==> src/verilog/clock_generator_control_cfg.svh <==
// Offsets, reset values, field positions and timing figures of the clock generator
`ifndef CLOCK_GENERATOR_CONTROL_CFG_SVH
`define CLOCK_GENERATOR_CONTROL_CFG_SVH

// ----------------------------------------------------------------
// Register addresses
// ----------------------------------------------------------------
`define CGC_ADDR_W 28
`define CGC_ADDR_PROC_CLK_CTRL 28'hffff828
`define CGC_ADDR_PLL_CONTROL 28'hffff82c
`define CGC_ADDR_PROTECTION_CMD 28'hffff1fc

// ----------------------------------------------------------------
// Reset values
// ----------------------------------------------------------------
`define CGC_PCC_RESET 8'h03
`define CGC_PLL_RESET 8'h01

// ----------------------------------------------------------------
// Processor clock control fields
// ----------------------------------------------------------------
`define CGC_BIT_SUB_FB_DIS 7
`define CGC_BIT_MAIN_OSC_STOP 6
`define CGC_BIT_MAIN_FB_DIS 5
`define CGC_BIT_CPU_STATUS 4
`define CGC_BIT_SEL_TOP 3
`define CGC_SEL_DIV_HI 2
`define CGC_DIV_MAX_SEL 3'h5

// ----------------------------------------------------------------
// PLL control fields
// ----------------------------------------------------------------
`define CGC_BIT_PLL_MODE 1
`define CGC_BIT_PLL_RUN 0
`define CGC_PLL_MULT 4

// ----------------------------------------------------------------
// Prescalers and timing
// ----------------------------------------------------------------
`define CGC_PRE1_STAGES 11
`define CGC_PRE_CNT_W 10
`define CGC_WATCH_FREQ_HZ 32768
`define CGC_MAIN_FREQ_HZ 20000000

`endif

==> src/verilog/clock_generator_control_pkg.sv <==
// Types shared by the clock generator
package clock_generator_control_pkg;

    // ----------------------------------------------------------------
    // CPU clock source states
    // ----------------------------------------------------------------
    typedef enum logic [1:0] {
        SRC_MAIN,
        SRC_TO_SUB,
        SRC_SUB,
        SRC_TO_MAIN
    } clk_src_type;

endpackage : clock_generator_control_pkg

==> src/verilog/clock_generator_control.sv <==
// Clock generator control: protected clock register, prescalers, PLL and clock selector
// How it works
// - Main oscillator stops in stop mode, or stop bit set while on subclock.
// - Prescaler 1 gives peripheral ticks from undivided down to divide by 1024.
// - Prescaler 2 gives divide 1 to 32 ratios to the CPU clock selector.
// - Internal system clock drives memories and interrupt logic, and clock pin.
// - Interval divider turns the oscillator clock into a 32.768 kHz watch tick.
// - PLL passes oscillator clock through or multiplies by four per mode bit.
// - PLL runs while its run bit is set, stops when cleared.
// - Clock register write accepted only right after the protection command write.
// - Clock register resets to 03H, CPU clock main divided by eight.
// - Bit 7 disables the subclock oscillator feedback resistor.
// - Bit 5 disables the main oscillator feedback resistor.
// - Bit 6 zero enables main oscillation, one requests it to stop.
// - Main oscillator keeps running until the CPU has moved to subclock.
// - Bit 4 is read-only status: 0 main clock, 1 subclock.
// - Select field maps 0-5 to divide 1..32, 011x prohibited, 1xxx subclock.
// - Switch to subclock and status update finish within one subclock period.
// - Return to main clock finishes within one subclock period.
// - Wait access on subclock with no main clock stalls until reset.
// - Clock pin follows system clock while operable, low while stopped.
`timescale 1ns/1ps
`include "clock_generator_control_cfg.svh"

module clock_generator_control #(
    parameter int WATCH_DIV = `CGC_MAIN_FREQ_HZ / `CGC_PLL_MULT / `CGC_WATCH_FREQ_HZ
) (
    // Clock and reset
    input wire logic i_clk,
    input wire logic i_sys_rst,
    // Register port
    input wire logic [`CGC_ADDR_W-1:0] i_addr,
    input wire logic [7:0] i_wdata,
    input wire logic i_wr,
    input wire logic i_bit_wr,
    input wire logic [2:0] i_bit_sel,
    input wire logic i_bit_val,
    input wire logic i_rd,
    output logic [7:0] o_rdata,
    // Power modes and subclock
    input wire logic i_stop_mode,
    input wire logic i_idle_mode,
    input wire logic i_sub_tick,
    input wire logic i_wait_access,
    input wire logic i_clock_output_pin_en,
    // Oscillator and PLL controls
    output logic o_main_osc_en,
    output logic o_sub_fb_disable,
    output logic o_main_fb_disable,
    output logic o_pll_run,
    output logic o_pll_mult4,
    // Generated clocks as tick enables, clock pin level and CPU stall flag
    output logic [`CGC_PRE1_STAGES-1:0] o_periph_tick,
    output logic o_sys_tick,
    output logic o_cpu_tick,
    output logic o_watch_tick,
    output logic o_clock_output_pin,
    output logic o_cpu_stall
);

    // ----------------------------------------------------------------
    // Helpers
    // ----------------------------------------------------------------
    function automatic logic div_tick(input logic [`CGC_PRE_CNT_W-1:0] cnt,
                                      input logic [3:0] k);
        logic [`CGC_PRE_CNT_W-1:0] mask;
        mask = `CGC_PRE_CNT_W'((11'h1 << k) - 11'h1);
        div_tick = ((cnt & mask) == mask);
    endfunction : div_tick

    function automatic logic [2:0] sel_ratio(input logic [2:0] sel);
        // Prohibited codes fall back to the slowest ratio
        sel_ratio = (sel > `CGC_DIV_MAX_SEL) ? `CGC_DIV_MAX_SEL : sel;
    endfunction : sel_ratio

    // ----------------------------------------------------------------
    // Registers and state
    // ----------------------------------------------------------------
    logic [7:0] pcc_ff;
    logic [7:0] nxt_pcc;
    logic [7:0] pll_ctrl_ff;
    logic [7:0] nxt_pll_ctrl;
    logic prot_armed_ff;
    clock_generator_control_pkg::clk_src_type src_ff;
    clock_generator_control_pkg::clk_src_type nxt_src;
    logic [`CGC_PRE_CNT_W-1:0] pre_cnt_ff;
    logic [1:0] pll_phase_ff;
    logic [15:0] watch_cnt_ff;
    logic clock_output_pin_ff;
    logic stall_ff;

    logic on_sub;
    logic main_running;
    logic sys_stopped;
    logic osc_tick;
    logic sel_tick;
    logic pcc_hit;
    logic pll_hit;
    logic pcc_write;
    logic pll_write;
    logic [7:0] wr_val_pcc;
    logic [7:0] wr_val_pll;

    // ----------------------------------------------------------------
    // Register access
    // ----------------------------------------------------------------
    assign pcc_hit = (i_addr == `CGC_ADDR_PROC_CLK_CTRL);
    assign pll_hit = (i_addr == `CGC_ADDR_PLL_CONTROL);
    assign pcc_write = (i_wr | i_bit_wr) & pcc_hit & prot_armed_ff;
    assign pll_write = (i_wr | i_bit_wr) & pll_hit;

    always_comb begin
        wr_val_pcc = pcc_ff;
        wr_val_pll = pll_ctrl_ff;
        if (i_bit_wr) begin
            wr_val_pcc[i_bit_sel] = i_bit_val;
            wr_val_pll[i_bit_sel] = i_bit_val;
        end else begin
            wr_val_pcc = i_wdata;
            wr_val_pll = i_wdata;
        end
    end

    always_ff @(posedge i_clk) begin
        if (i_sys_rst) begin
            prot_armed_ff <= 1'b0;
        end else if (i_wr | i_bit_wr | i_rd) begin
            prot_armed_ff <= i_wr & (i_addr == `CGC_ADDR_PROTECTION_CMD);
        end
    end

    always_comb begin
        nxt_pcc = pcc_ff;
        if (pcc_write) begin
            nxt_pcc = wr_val_pcc;
        end
        nxt_pcc[`CGC_BIT_CPU_STATUS] = on_sub;
    end

    always_ff @(posedge i_clk) begin
        if (i_sys_rst) begin
            pcc_ff <= `CGC_PCC_RESET;
        end else begin
            pcc_ff <= nxt_pcc;
        end
    end

    always_comb begin
        nxt_pll_ctrl = pll_ctrl_ff;
        if (pll_write) begin
            nxt_pll_ctrl = {6'h00, wr_val_pll[`CGC_BIT_PLL_MODE:0]};
        end
    end

    always_ff @(posedge i_clk) begin
        if (i_sys_rst) begin
            pll_ctrl_ff <= `CGC_PLL_RESET;
        end else begin
            pll_ctrl_ff <= nxt_pll_ctrl;
        end
    end

    always_ff @(posedge i_clk) begin
        if (i_sys_rst) begin
            o_rdata <= 8'h00;
        end else if (i_rd & pcc_hit) begin
            o_rdata <= pcc_ff;
        end else if (i_rd & pll_hit) begin
            o_rdata <= pll_ctrl_ff;
        end else begin
            o_rdata <= 8'h00;
        end
    end

    // ----------------------------------------------------------------
    // CPU clock source switching
    // ----------------------------------------------------------------
    assign on_sub = (src_ff == clock_generator_control_pkg::SRC_SUB) |
                    (src_ff == clock_generator_control_pkg::SRC_TO_MAIN);

    always_comb begin
        nxt_src = src_ff;
        case (src_ff)
            clock_generator_control_pkg::SRC_MAIN: begin
                if (pcc_ff[`CGC_BIT_SEL_TOP]) begin
                    nxt_src = clock_generator_control_pkg::SRC_TO_SUB;
                end
            end
            clock_generator_control_pkg::SRC_TO_SUB: begin
                if (!pcc_ff[`CGC_BIT_SEL_TOP]) begin
                    nxt_src = clock_generator_control_pkg::SRC_MAIN;
                end else if (i_sub_tick) begin
                    nxt_src = clock_generator_control_pkg::SRC_SUB;
                end
            end
            clock_generator_control_pkg::SRC_SUB: begin
                if (!pcc_ff[`CGC_BIT_SEL_TOP]) begin
                    nxt_src = clock_generator_control_pkg::SRC_TO_MAIN;
                end
            end
            clock_generator_control_pkg::SRC_TO_MAIN: begin
                if (pcc_ff[`CGC_BIT_SEL_TOP]) begin
                    nxt_src = clock_generator_control_pkg::SRC_SUB;
                end else if (i_sub_tick) begin
                    nxt_src = clock_generator_control_pkg::SRC_MAIN;
                end
            end
            default: begin
                nxt_src = clock_generator_control_pkg::SRC_MAIN;
            end
        endcase
    end

    always_ff @(posedge i_clk) begin
        if (i_sys_rst) begin
            src_ff <= clock_generator_control_pkg::SRC_MAIN;
        end else begin
            src_ff <= nxt_src;
        end
    end

    // ----------------------------------------------------------------
    // Oscillator controls
    // ----------------------------------------------------------------
    // stop only once on subclock
    assign main_running = !i_stop_mode & !(pcc_ff[`CGC_BIT_MAIN_OSC_STOP] & on_sub);
    assign sys_stopped = i_stop_mode | i_idle_mode;

    always_ff @(posedge i_clk) begin
        if (i_sys_rst) begin
            o_main_osc_en <= 1'b1;
        end else begin
            o_main_osc_en <= main_running;
        end
    end

    always_ff @(posedge i_clk) begin
        if (i_sys_rst) begin
            o_sub_fb_disable <= 1'b0;
        end else begin
            o_sub_fb_disable <= pcc_ff[`CGC_BIT_SUB_FB_DIS];
        end
    end

    always_ff @(posedge i_clk) begin
        if (i_sys_rst) begin
            o_main_fb_disable <= 1'b0;
        end else begin
            o_main_fb_disable <= pcc_ff[`CGC_BIT_MAIN_FB_DIS];
        end
    end

    always_ff @(posedge i_clk) begin
        if (i_sys_rst) begin
            o_pll_run <= 1'b1;
        end else begin
            o_pll_run <= pll_ctrl_ff[`CGC_BIT_PLL_RUN];
        end
    end

    always_ff @(posedge i_clk) begin
        if (i_sys_rst) begin
            o_pll_mult4 <= 1'b0;
        end else begin
            o_pll_mult4 <= pll_ctrl_ff[`CGC_BIT_PLL_RUN] & pll_ctrl_ff[`CGC_BIT_PLL_MODE];
        end
    end

    // ----------------------------------------------------------------
    // PLL and interval divider
    // ----------------------------------------------------------------
    // one oscillator tick per four main cycles when multiplying
    assign osc_tick = main_running & (!o_pll_mult4 | (pll_phase_ff == 2'(`CGC_PLL_MULT - 1)));

    always_ff @(posedge i_clk) begin
        if (i_sys_rst) begin
            pll_phase_ff <= 2'h0;
        end else begin
            pll_phase_ff <= pll_phase_ff + 2'h1;
        end
    end

    always_ff @(posedge i_clk) begin
        if (i_sys_rst) begin
            watch_cnt_ff <= 16'h0000;
            o_watch_tick <= 1'b0;
        end else begin
            o_watch_tick <= 1'b0;
            if (osc_tick) begin
                if (watch_cnt_ff == 16'(WATCH_DIV - 1)) begin
                    watch_cnt_ff <= 16'h0000;
                    o_watch_tick <= 1'b1;
                end else begin
                    watch_cnt_ff <= watch_cnt_ff + 16'h0001;
                end
            end
        end
    end

    // ----------------------------------------------------------------
    // Prescalers
    // ----------------------------------------------------------------
    always_ff @(posedge i_clk) begin
        if (i_sys_rst) begin
            pre_cnt_ff <= '0;
        end else if (main_running) begin
            pre_cnt_ff <= pre_cnt_ff + `CGC_PRE_CNT_W'(1);
        end
    end

    always_ff @(posedge i_clk) begin
        if (i_sys_rst) begin
            o_periph_tick <= '0;
        end else begin
            for (int k = 0; k < `CGC_PRE1_STAGES; k++) begin
                o_periph_tick[k] <= main_running & !sys_stopped &
                                    div_tick(pre_cnt_ff, 4'(k));
            end
        end
    end

    assign sel_tick = on_sub ? i_sub_tick :
                      (main_running &
                       div_tick(pre_cnt_ff, {1'b0, sel_ratio(pcc_ff[`CGC_SEL_DIV_HI:0])}));

    always_ff @(posedge i_clk) begin
        if (i_sys_rst) begin
            o_sys_tick <= 1'b0;
            o_cpu_tick <= 1'b0;
        end else begin
            o_sys_tick <= sel_tick & !sys_stopped;
            o_cpu_tick <= sel_tick & !sys_stopped & !stall_ff;
        end
    end

    always_ff @(posedge i_clk) begin
        if (i_sys_rst) begin
            clock_output_pin_ff <= 1'b0;
        end else if (!i_clock_output_pin_en | sys_stopped) begin
            clock_output_pin_ff <= 1'b0;
        end else if (sel_tick) begin
            clock_output_pin_ff <= !clock_output_pin_ff;
        end
    end

    assign o_clock_output_pin = clock_output_pin_ff;

    always_ff @(posedge i_clk) begin
        if (i_sys_rst) begin
            stall_ff <= 1'b0;
        end else if (on_sub & !main_running & i_wait_access) begin
            stall_ff <= 1'b1;
        end
    end

    assign o_cpu_stall = stall_ff;

endmodule : clock_generator_control

==> config.mk <==
export PLATFORM = sky130hd
export DESIGN_NAME = clock_generator_control
export DESIGN_NICKNAME = d
export VERILOG_FILES = /design/src/verilog/clock_generator_control_pkg.sv /design/src/verilog/clock_generator_control.sv
export VERILOG_INCLUDE_DIRS = /design/src /design/src/verilog
export SDC_FILE = /design/constraint.sdc
export NUM_CORES = 1
export LEC_CHECK = 0
export BUFFER_PORTS_ARGS = -buffer_cell sky130_fd_sc_hd__buf_2
export CAP_MARGIN = 10
export CORE_ASPECT_RATIO = 0.6
export CORE_MARGIN = 2
export CORE_UTILIZATION = 50
export DETAILED_ROUTE_END_ITERATION = 10
export PLACE_DENSITY = 0.76
export SYNTH_ARGS = -nofsm -noshare
export SYNTH_HDL_FRONTEND = slang
export SYNTH_SLANG_ARGS = --single-unit
==> constraint.sdc <==
create_clock -name i_clk -period 2.4 [get_ports i_clk]
set_input_delay 0.12 -clock i_clk [delete_from_list [all_inputs] [get_ports i_clk]]
set_output_delay 0.12 -clock i_clk [all_outputs]
set_load 0.05 [all_outputs]
Yosys cells after proc, flatten, opt, wreduce, memory -nomap -nowiden
Index checks and enable logic that the tools add are counted.
Word-level totals
  logic and storage cells: 116
  output and inout port bits: 29
  bits in registers: 70
Cells by class
  order comparisons: 3
  shift operators: 1
  eq/ne operators: 22
  muxes and demuxes: 19
  reduce and logical (&&, ||, !) cells: 13
  bitwise operators: 34
  add/subtract/negate cells: 4
Operator list (number)
  $eq A28 B28 Y1 const B: 3
  $and A1 B1 Y1: 26
  $add A16 B1 Y16 const B: 1
  $bwmux W8: 2
  $eq A16 B8 Y1 const B: 1
  $mux W16: 1
  $mux W2: 8
  $mux W8: 2
  $add A10 B1 Y10 const B: 1
  $and A10 B10 Y10: 1
  $eq A10 B10 Y1: 1
  $eq A10 B10 Y1 const B: 1
  $shl A1 B3 Y10 const A: 1
  $sub A10 B1 Y10 const B: 1
  $eq A9 B9 Y1 const B: 1
  $eq A2 B2 Y1 const B: 4
  $eq A8 B8 Y1 const B: 1
  $logic_not A1 Y1: 8
  $pmux W2 S4: 1
  $eq A7 B7 Y1 const B: 1
  $eq A6 B6 Y1 const B: 1
  $ne A3 B3 Y1 const B: 2
  $or A1 B1 Y1: 6
  $eq A5 B5 Y1 const B: 1
  other kinds (16): 20

Logic depth before layout (Yosys ltp)
Gate-level depths: netlist of the first run.
  depth in word-level cells: 10
  gate-level depth with buffers: 7
  gate-level depth less buffers: 7

Worst setup path after synthesis of the first run
Ideal clock, no wire load.
  kind: register to register
  start: reg o_pll_mult4
  end: reg watch_cnt_ff[15]
  data arrival time: 1.940 ns
  setup slack: 0.381 ns
  path buffers: 1
  setup time: 0.079 ns
  cell stages (with the launch flop): 6
  period minus slack after synthesis: 2.019 ns
  path through: dfxtp_1 > nor2b_1 > or4_1 > buf_2 > or4_1 > a211oi_2
Between the ends
  word-level cells in the longest chain between the ends: 3
Ends and longest elaborated chain
  from (decl): line clock_generator_control.sv:51  | output logic o_pll_mult4,
  from (signal assigned): line clock_generator_control.sv:265  | o_pll_mult4 <= pll_ctrl_ff[`CGC_BIT_PLL_RUN] & pll_ctrl_ff[`CGC_BIT_PLL_MODE];
  $logic_not A1 Y1: line clock_generator_control.sv:273  | assign osc_tick = main_running & (!o_pll_mult4 | (pll_phase_ff == 2'(`CGC_PLL_MULT - 1)));
  $or A1 B1 Y1: line clock_generator_control.sv:273
  $and A1 B1 Y1: line clock_generator_control.sv:273
  to (signal assigned): line clock_generator_control.sv:294  | watch_cnt_ff <= watch_cnt_ff + 16'h0001;
  to (decl): line clock_generator_control.sv:88  | logic [15:0] watch_cnt_ff;
No other way between the ends.
A chain may end at the register's enable or synchronous reset.

Final worst setup path of the first run
  start: reg pcc_ff[2]
  end: reg o_cpu_tick
Between the ends
  word-level cells in the longest chain between the ends: 10
Ends and longest elaborated chain
  from (decl): line clock_generator_control.sv:79  | logic [7:0] pcc_ff;
  from (signal assigned): line clock_generator_control.sv:142  | pcc_ff <= `CGC_PCC_RESET;
  from (signal assigned): line clock_generator_control.sv:144  | pcc_ff <= nxt_pcc;
  $gt A3 B3 Y1 (no line)
  $mux W3 (*): line clock_generator_control.sv:73  | sel_ratio = (sel > `CGC_DIV_MAX_SEL) ? `CGC_DIV_MAX_SEL : sel;
  $shl A1 B3 Y10 (*): line clock_generator_control.sv:67  | mask = `CGC_PRE_CNT_W'((11'h1 << k) - 11'h1);
  $sub A10 B1 Y10 (*): line clock_generator_control.sv:67
  $and A10 B10 Y10: line clock_generator_control.sv:68  | div_tick = ((cnt & mask) == mask);
  $eq A10 B10 Y1 (*): line clock_generator_control.sv:68
  $and A1 B1 Y1 (*): line clock_generator_control.sv:323  | (main_running &
  $mux W1 (*): line clock_generator_control.sv:322  | assign sel_tick = on_sub ? i_sub_tick :
  $and A1 B1 Y1 (*) (2 in a row): line clock_generator_control.sv:332  | o_cpu_tick <= sel_tick & !sys_stopped & !stall_ff;
  to (signal assigned): line clock_generator_control.sv:332
  to (decl): line clock_generator_control.sv:55  | output logic o_cpu_tick,
Every way passes the cells marked *; elsewhere a longest branch is shown, timed or not.

==> results of run 1 <==
[synthesized netlist by cell type (3+ instances only)]
| cell | instances |
|---|---|
| and4_1 | 3 |
| a21oi_1 | 8 |
| o31ai_1 | 4 |
| nor2b_1 | 13 |
| xnor2_1 | 8 |
| or3_1 | 8 |
| inv_1 | 9 |
| nand2b_1 | 6 |
| dfxtp_1 | 70 |
| or4_1 | 5 |
| xor2_1 | 3 |
| nor4_1 | 7 |
| o21ai_0 | 15 |
| clkbuf_1 | 19 |
| nor3_1 | 11 |
| nand2_1 | 30 |
| nand3_1 | 15 |
| ha_1 | 7 |
| and2_1 | 8 |
| a211oi_1 | 14 |
| nor3b_1 | 8 |
| nor4b_1 | 3 |
| a31oi_1 | 3 |
| mux2i_1 | 5 |
| nand4_1 | 12 |
| and3_1 | 5 |
| a41oi_1 | 6 |
| nor2_1 | 26 |
[power breakdown]
group | switching (mW) | internal (mW) | total (mW) | leakage [nW]
Sequential | 0.0108 | 1.17 | 1.18 | 0.566
Clock | 0.467 | 0.406 | 0.872 | 0.0849
Combinational | 0.0894 | 0.0685 | 0.158 | 0.924
Total | 0.567 | 1.65 | 2.21 | 1.57
[worst max-delay path, delay by kind of cell, from the launching register on]
kind | cells | cell delay (ns)
flops | 1 | 0.40
simple gates | 3 | 0.53
compound gates | 2 | 0.60
fa+ha+maj | 1 | 0.29
buf+inv | 1 | 0.21
[cells by family after synthesis]
| logic type | share of synthesized area, % |
|---|---|
| AOI/OAI and AO/OA | 13.90 |
| xor gates and xnor gates | 3.007 |
| muxes | 2.265 |
| buffers and inverters | 3.787 |
| adders and majority gates | 2.733 |
| and+or+nand+nor | 30.57 |
| DFF | 43.73 |
[worst min path at each step]
stage | cells after the start | to | slack [ns]
after floorplan | 2 | o_sys_tick | 0.27
after global placement | 3 | o_cpu_stall | 0.37
after detailed placement | 3 | o_cpu_stall | 0.39
after CTS | 3 | o_cpu_stall | 0.008
after global routing | 3 | o_cpu_stall | 0.009
final | 3 | o_cpu_stall | 0.03
[sequential cells by signal, indices dropped and copies added, names as in the netlist, named ones only]
signal              count
o_clock_output_pin      1
o_cpu_stall             1
o_cpu_tick              1
o_main_fb_disable       1
o_main_osc_en           1
o_periph_tick          11
o_pll_mult4             1
o_pll_run               1
o_rdata                 8
o_sub_fb_disable        1
o_sys_tick              1
o_watch_tick            1
pcc_ff                  8
pll_ctrl_ff             2
pll_phase_ff            2
pre_cnt_ff             10
prot_armed_ff           1
src_ff                  1
watch_cnt_ff           16
[routing by layer]
metal / wire length [um] / part of all wire, % / up-vias / track usage (%)
met3: 608 / 8.1 / 4 / 7.586
li1: - / - / 1494 / -
met4: 37 / 0.49 / 0 / 7.051
met1: 3787 / 50 / 1410 / 31.91
met2: 3096 / 41 / 98 / 31.57
met5: 0 / 0 / - / 0
[per-stage QoR]
step,hold WS [ns],util (%),total power [mW],setup WS (ns),instance area [um2]
floorplan,0.2685,-,1.300,0.3809,3204
CTS,0.008335,63.17,2.238,0.3053,3895
finish,0.02808,63.17,2.214,0.2944,3895
global route,0.009391,63.17,2.301,0.1636,3895
global placement,0.3734,60.21,1.361,0.4016,3712
detailed placement,0.3855,60.21,1.368,0.3089,3712
[final cells by class]
| cell class | count | area share, % |
|---|---|---|
| Multi-Input combinational cell | 262 | 43.17 |
| Clock buffer | 10 | 3.534 |
| Clock inverter | 6 | 1.156 |
| Timing Repair Buffer | 91 | 12.59 |
| Tap cell | 84 | 2.698 |
| Inverter | 9 | 0.8673 |
| Sequential cell | 70 | 35.98 |
==> results.txt, run 1 <==
The required time of the critical path is 2.68 ns, and the number of clock sinks is 70. In the final layout, flip-flops and latches occupy 1401 um2. The tools report the detailed-route via count as 3006. The worst hold path belongs to the class in2reg. After detailed routing, the number of vias per cell comes to 5.650.

The final RePlAce weighted congestion is 0.8110. For the remaining global-route overflow, the log shows 0. Setup violations remaining at the end of the flow were counted as 0. The most critical setup path has its endpoint at o_cpu_tick. The wire length per cell after detailed routing is 14.15 um. The worst setup path is launched from a register. The tools report the largest net degree at the start of global routing as 47. In this run the worst path has a maximum fanout of 8. The post-DP HPWL came out at 5606 um.

The peak supply drop was 316.7 uV. The tools report the via count of the first global-routing pass as 2606. For this block, the routed nets add up to 7530 um of wire. For the pin with the worst max-slew slack, the measured transition is 0.5325 ns.

The gate count after technology mapping was 362. By area the synthesized netlist is led by dfxtp_1 44%, nand2_1 3.5%, a211oi_1 3.3%. For this design, the CTS-stage hold fixing added 0 buffers. Walking the worst path, the cells encountered are or3_1 > ha_1 > nor2_1 > a2111oi_0 > buf_4 > a32oi_1 > nor3_1.

The worst path in the final design needs a cycle of 2.106 ns, including I/O delays and setup. For the placement row count, the log shows 22. The total number of H-tree levels was 3; the total die area was 7086 um2. Excluding fillers, the count of instances in the completed layout stands at 532. The fraction of layout cells with a size suffix above 1 was 26.12%; the setup skew after layout was 0.01450 ns.

Summed over all cells, the static leakage comes to 1.575 nW. The initial antenna violation count is 0, and the count of cells along the worst register-to-register path is 7. The worst path uses 87.73% of the clock period.

The most common cell after layout, fill and taps aside was buf_2. The number of antenna diodes in the final layout is 0. The run gives 516 as the post-placement cell count. The die outline height is 66.01 um, and the maximum clock path buffer count is 2. After synthesis, the share of flip-flops with an asynchronous set or reset is 0%.

The run gives 419 as the post-synth net total. From synthesis to final layout, the design area changed by 21.55%. The tools report the worst setup path startpoint as pcc_ff[2].

The total routing resource utilization after global routing was 22.36%; the number of DRC violations after detailed routing was 0. Core area: 6166 um2. The cell with the biggest individual delay on the critical path is a2111oi_0.

The startpoint identified for the worst register-to-register timing path is pcc_ff[2]. The worst register-to-register path has a setup slack of 0.29 ns. Summed over its instances, the top area cell type makes up 43.73% of the synthesized netlist area. The run finished with clean final reports. In this run the critical register-to-register path is captured at o_cpu_tick. The synthesis-stage register bit count is 70. The startpoint of the worst hold path is i_wait_access. 79 I/O pins were placed. For this run, the number of Yosys warnings is 0.

STA puts the critical path data arrival time at 2.38 ns. The count of final max-slew check failures was 0; the part of the Yosys area used for sequential elements was 43.73%. The first global-routing pass estimated 12150 um of wire. The biggest area contributor in the post-synthesis netlist is dfxtp_1. The clock latency on the worst-skew pair came out at 0.35 ns.

In this run, distinct cell masters in the synthesized netlist total 51. The library cells used most frequently in the layout, excluding fill and tap cells, are 77 x buf_2, 70 x dfxtp_1, 30 x nand2_1. Setup repair after global routing left no endpoint under its margin. TritonCTS built the clock tree. In this run the tool buffered the top-level ports with 77 buffer cells. Power spread over the standard cell area amounts to 568.4 nW/um2. The post-synth design cell area was 3204 um2. The logs give 0 for the final-report hold violation count and 51.97% for the initial cell density of the core.

In this run the horizontal extent of the chip is 107.4 um. Buffers added to address setup during post-CTS repair amount to 0. The sum of negative setup slack is 0 ns. The first-pass iteration count of the detailed router is 4. On the worst path, the slowest cell contributes a delay of 0.49 ns. The tools report the final net count as 500. The most used flip-flop cell after synthesis is dfxtp_1.

Buffers inserted during clock tree synthesis total 9. The detailed router finished its first iteration with 214 violations. The max-capacitance violation count is 0, and the filler cell count is 528. The tools report the remaining max-slew budget at the tightest pin as 64.00%. In this run, synthesis inferred 0 flip-flops with an integrated enable. The multi-input gate area in the final layout is 1682 um2, and the timing-limited maximum frequency is 474.9 MHz. The average footprint of a synthesized cell is 8.852 um2, and the count of nets left with antenna violations after detail routing is 0.

The setup path with the least slack is of type reg2reg. Register clock-pin slew on the reported worst setup and hold paths: 0.08 ns. The run gives 0 as the quantity of gates resized following cts.

The cell sitting at the root of the clock tree is a clkbuf_8. The tools report the type of element capturing the critical path as a register.
Power figures use the tool's default switching activity.
==> run 2, diff against run 1 <==
- CORE_MARGIN: 2 -> 10
- clock period: 2.4 -> 2.1 ns (I/O delays scaled with it)
==> run 2 against run 1 <==
Power up 17%. Sequential power up 14%. Die area up 43%. Critical path type unchanged. Sequential share of layout area down 0.34 points. Count of clock-buffer cells in the layout down 1. Cell area up 0.96%. Cell count up 0.56%. Critical endpoint unchanged.
==> results.txt, run 2 (synthesized netlist as in run 1, its figures left out) <==
The initial antenna violation count came out at 0 (unchanged). The tools report the post-DP HPWL as 6309 um (+13%). The max-capacitance violation count was 0 (unchanged). For the via count of the first global-routing pass, the log shows 2786 (+6.9%).

The wire length reported by the detailed router is 8472 um (+13%). The clock latency on the worst-skew pair is 0.36 ns (about the same), and the critical-path maximum fanout is 3 (-5). The root buffer cell chosen for the clock tree is clkbuf_8. The areal power density over the cells came out at 656.2 nW/um2 (+15%). The tools report the arrival time of the worst setup path as 2.20 ns (-0.18 ns).

Relative to the synthesized area, the layout overhead comes to 22.73%. The die outline width came out at 123.4 um (+15%). The largest net degree at the start of global routing is 48 (+2.1%), and the antenna diode instance count is 0 (unchanged).

For the reg2reg setup slack, the log shows 0.17 ns (-0.12 ns). The tools report the required time of the critical path as 2.37 ns (-0.31 ns). The run gives 6166 um2 (unchanged) as the core area. The tools report the top-level port count as 79 (unchanged). In the final layout, the registers with the most flip-flops are watch_cnt_ff (16), o_periph_tick (11), pre_cnt_ff (10). The flow ran to the end, and the final reports show no timing, DRC or antenna violations. The type of element capturing the critical path is a register. The run gives 2 (unchanged) as the maximum clock path buffer count.

The met2 usage is 25.64% (-5.9 points). Most common cell after layout, fill and taps aside: buf_2. The met1 track demand over resource was 23.38% (-8.5 points). The run gives 0 ns (unchanged) as the sum of negative setup slack. TritonCTS built the clock tree. The logs give 3 (unchanged) for the total number of H-tree levels and 5 (+1) for the first-pass iteration count of the detailed router. The setup skew after layout is 0.007982 ns (-0.006518 ns). The timing-limited maximum frequency is 518.5 MHz (+9.2%), and the remaining max-slew budget at the tightest pin is 59.83% (-4.2 points).

The run gives 3727 um2 (+0.40%) as the post-placement cell area. Flip-flop count of the largest register, all copies and words added: 16 (unchanged). Count of final max-slew check failures: 0 (unchanged).

Setup repair after global routing left no endpoint under its margin. The number of buffers created by CTS is 9 (unchanged), and the global-route wire length before repair is 13780 um (+13%). The run gives 3933 um2 (+0.96%) as the area of all placed cells without fillers. Layer carrying the most global-route usage: met2. The register containing the most flip-flops in the final layout is watch_cnt_ff.

The min-delay analysis places its worst path in the category in2reg. For the peak supply drop, the log shows 389.5 uV (+23%). The remaining global-route overflow came out at 0 (unchanged). The top cell types in the final layout, fill and taps aside, are 77 x buf_2, 70 x dfxtp_1, 30 x nand2_1. The static leakage was 1.594 nW (+1.2%); the final RePlAce weighted congestion was 0.8044 (-0.81%). The launching element type of the critical path was a register. The number of DRC violations after detailed routing is 0 (unchanged), and the die outline height is 82.01 um (+24%).

The fraction of layout cells with a size suffix above 1 was 26.83% (+0.71 points); the count of nets left with antenna violations after detail routing was 0 (unchanged). The initial cell density of the core was 51.97% (unchanged); the final-report hold violation count was 0 (unchanged). The time the worst path needs with I/O delays and setup came out at 1.929 ns (-0.1769 ns). Via density per instance: 5.568 (-1.5%). The met3 usage in global routing came out at 4.452% (-3.1 points).

The final net count is 503 (+0.60%). The detailed-route via count was 2979 (-0.90%). The final period utilization is 91.84% (+4.1 points), and the total routing resource utilization after global routing is 17.19% (-5.2 points).

Wire length per cell after detailed routing: 15.84 um (+12%). Total die area: 10120 um2 (+43%). Final hold slack: 0.02643 ns (-0.001649 ns).

The worst-margin pin slew was 0.5941 ns (+0.06162 ns); the placement row count was 22 (unchanged). The tools report the final setup violation count as 0 (unchanged). The path type of the worst setup path was reg2reg. Register clock-pin slew on the reported worst setup and hold paths: 0.08 ns (about the same).

The port buffer count was 77 (unchanged). The logs give 279 (+30%) for the number of DRC markers after the initial detailed-route iteration and 70 (unchanged) for the number of clock sinks. Filler cell count: 561 (+6.3%).
run 2: worst paths after layout:
check                                startpoint              end  depth (start not counted)
worst max-delay path                  pcc_ff[0]       o_cpu_tick                          7
worst min register to register  pll_phase_ff[0]  pll_phase_ff[0]                          1
worst min-delay path              i_wait_access      o_cpu_stall                          3
worst max register to register        pcc_ff[0]       o_cpu_tick                          7
run 2: metrics by stage:
step	setup slack [ns]	utilization (%)	total power, mW	instances
floorplan	0.08089	-	1.485	362
global placement	0.05987	60.45	1.557	518
detailed placement	0.06768	60.45	1.565	518
CTS	0.04792	63.62	2.591	535
global route	0.04116	63.78	2.666	535
finish	0.1713	63.78	2.581	535
run 2: routing by layer:
metal	part of all wire, %	vias to the layer above
met4	0.96	0
met3	9.0	7
met5	0	-
met2	43	116
li1	-	1493
met1	47	1363
run 2: critical path, cell delays in order (launching register included):
cell and delay (ns):
dfxtp_1 0.31, or3_1 0.37, ha_1 0.29, nor2_1 0.04, a2111oi_2 0.37, buf_4 0.18, a32oi_1 0.11, nor3_1 0.18
run 2: layout make-up:
cell class	instances	area (um2)	share of cell area, %
Multi-Input combinational cell	262	1692	43.02
Sequential cell	70	1401	35.63
Timing Repair Buffer	94	515.5	13.11
Clock buffer	9	123.9	3.150
Tap cell	84	105.1	2.673
Clock inverter	7	61.31	1.559
Inverter	9	33.78	0.8591
run 2: what timing repair did:
item                       4_1_cts  5_1_grt
gates resized for setup          0        3
hold endpoints to repair         2        0
buffers inserted                 0        0
setup endpoints to repair        0        5
hold buffers                     1        0
run 2: report_power, final:
group          internal [mW]  leakage (nW)  switching [mW]
Clock                  0.453        0.0892           0.588
Combinational         0.0806         0.939           0.106
Sequential              1.34         0.566          0.0134
Total                   1.87          1.59           0.707
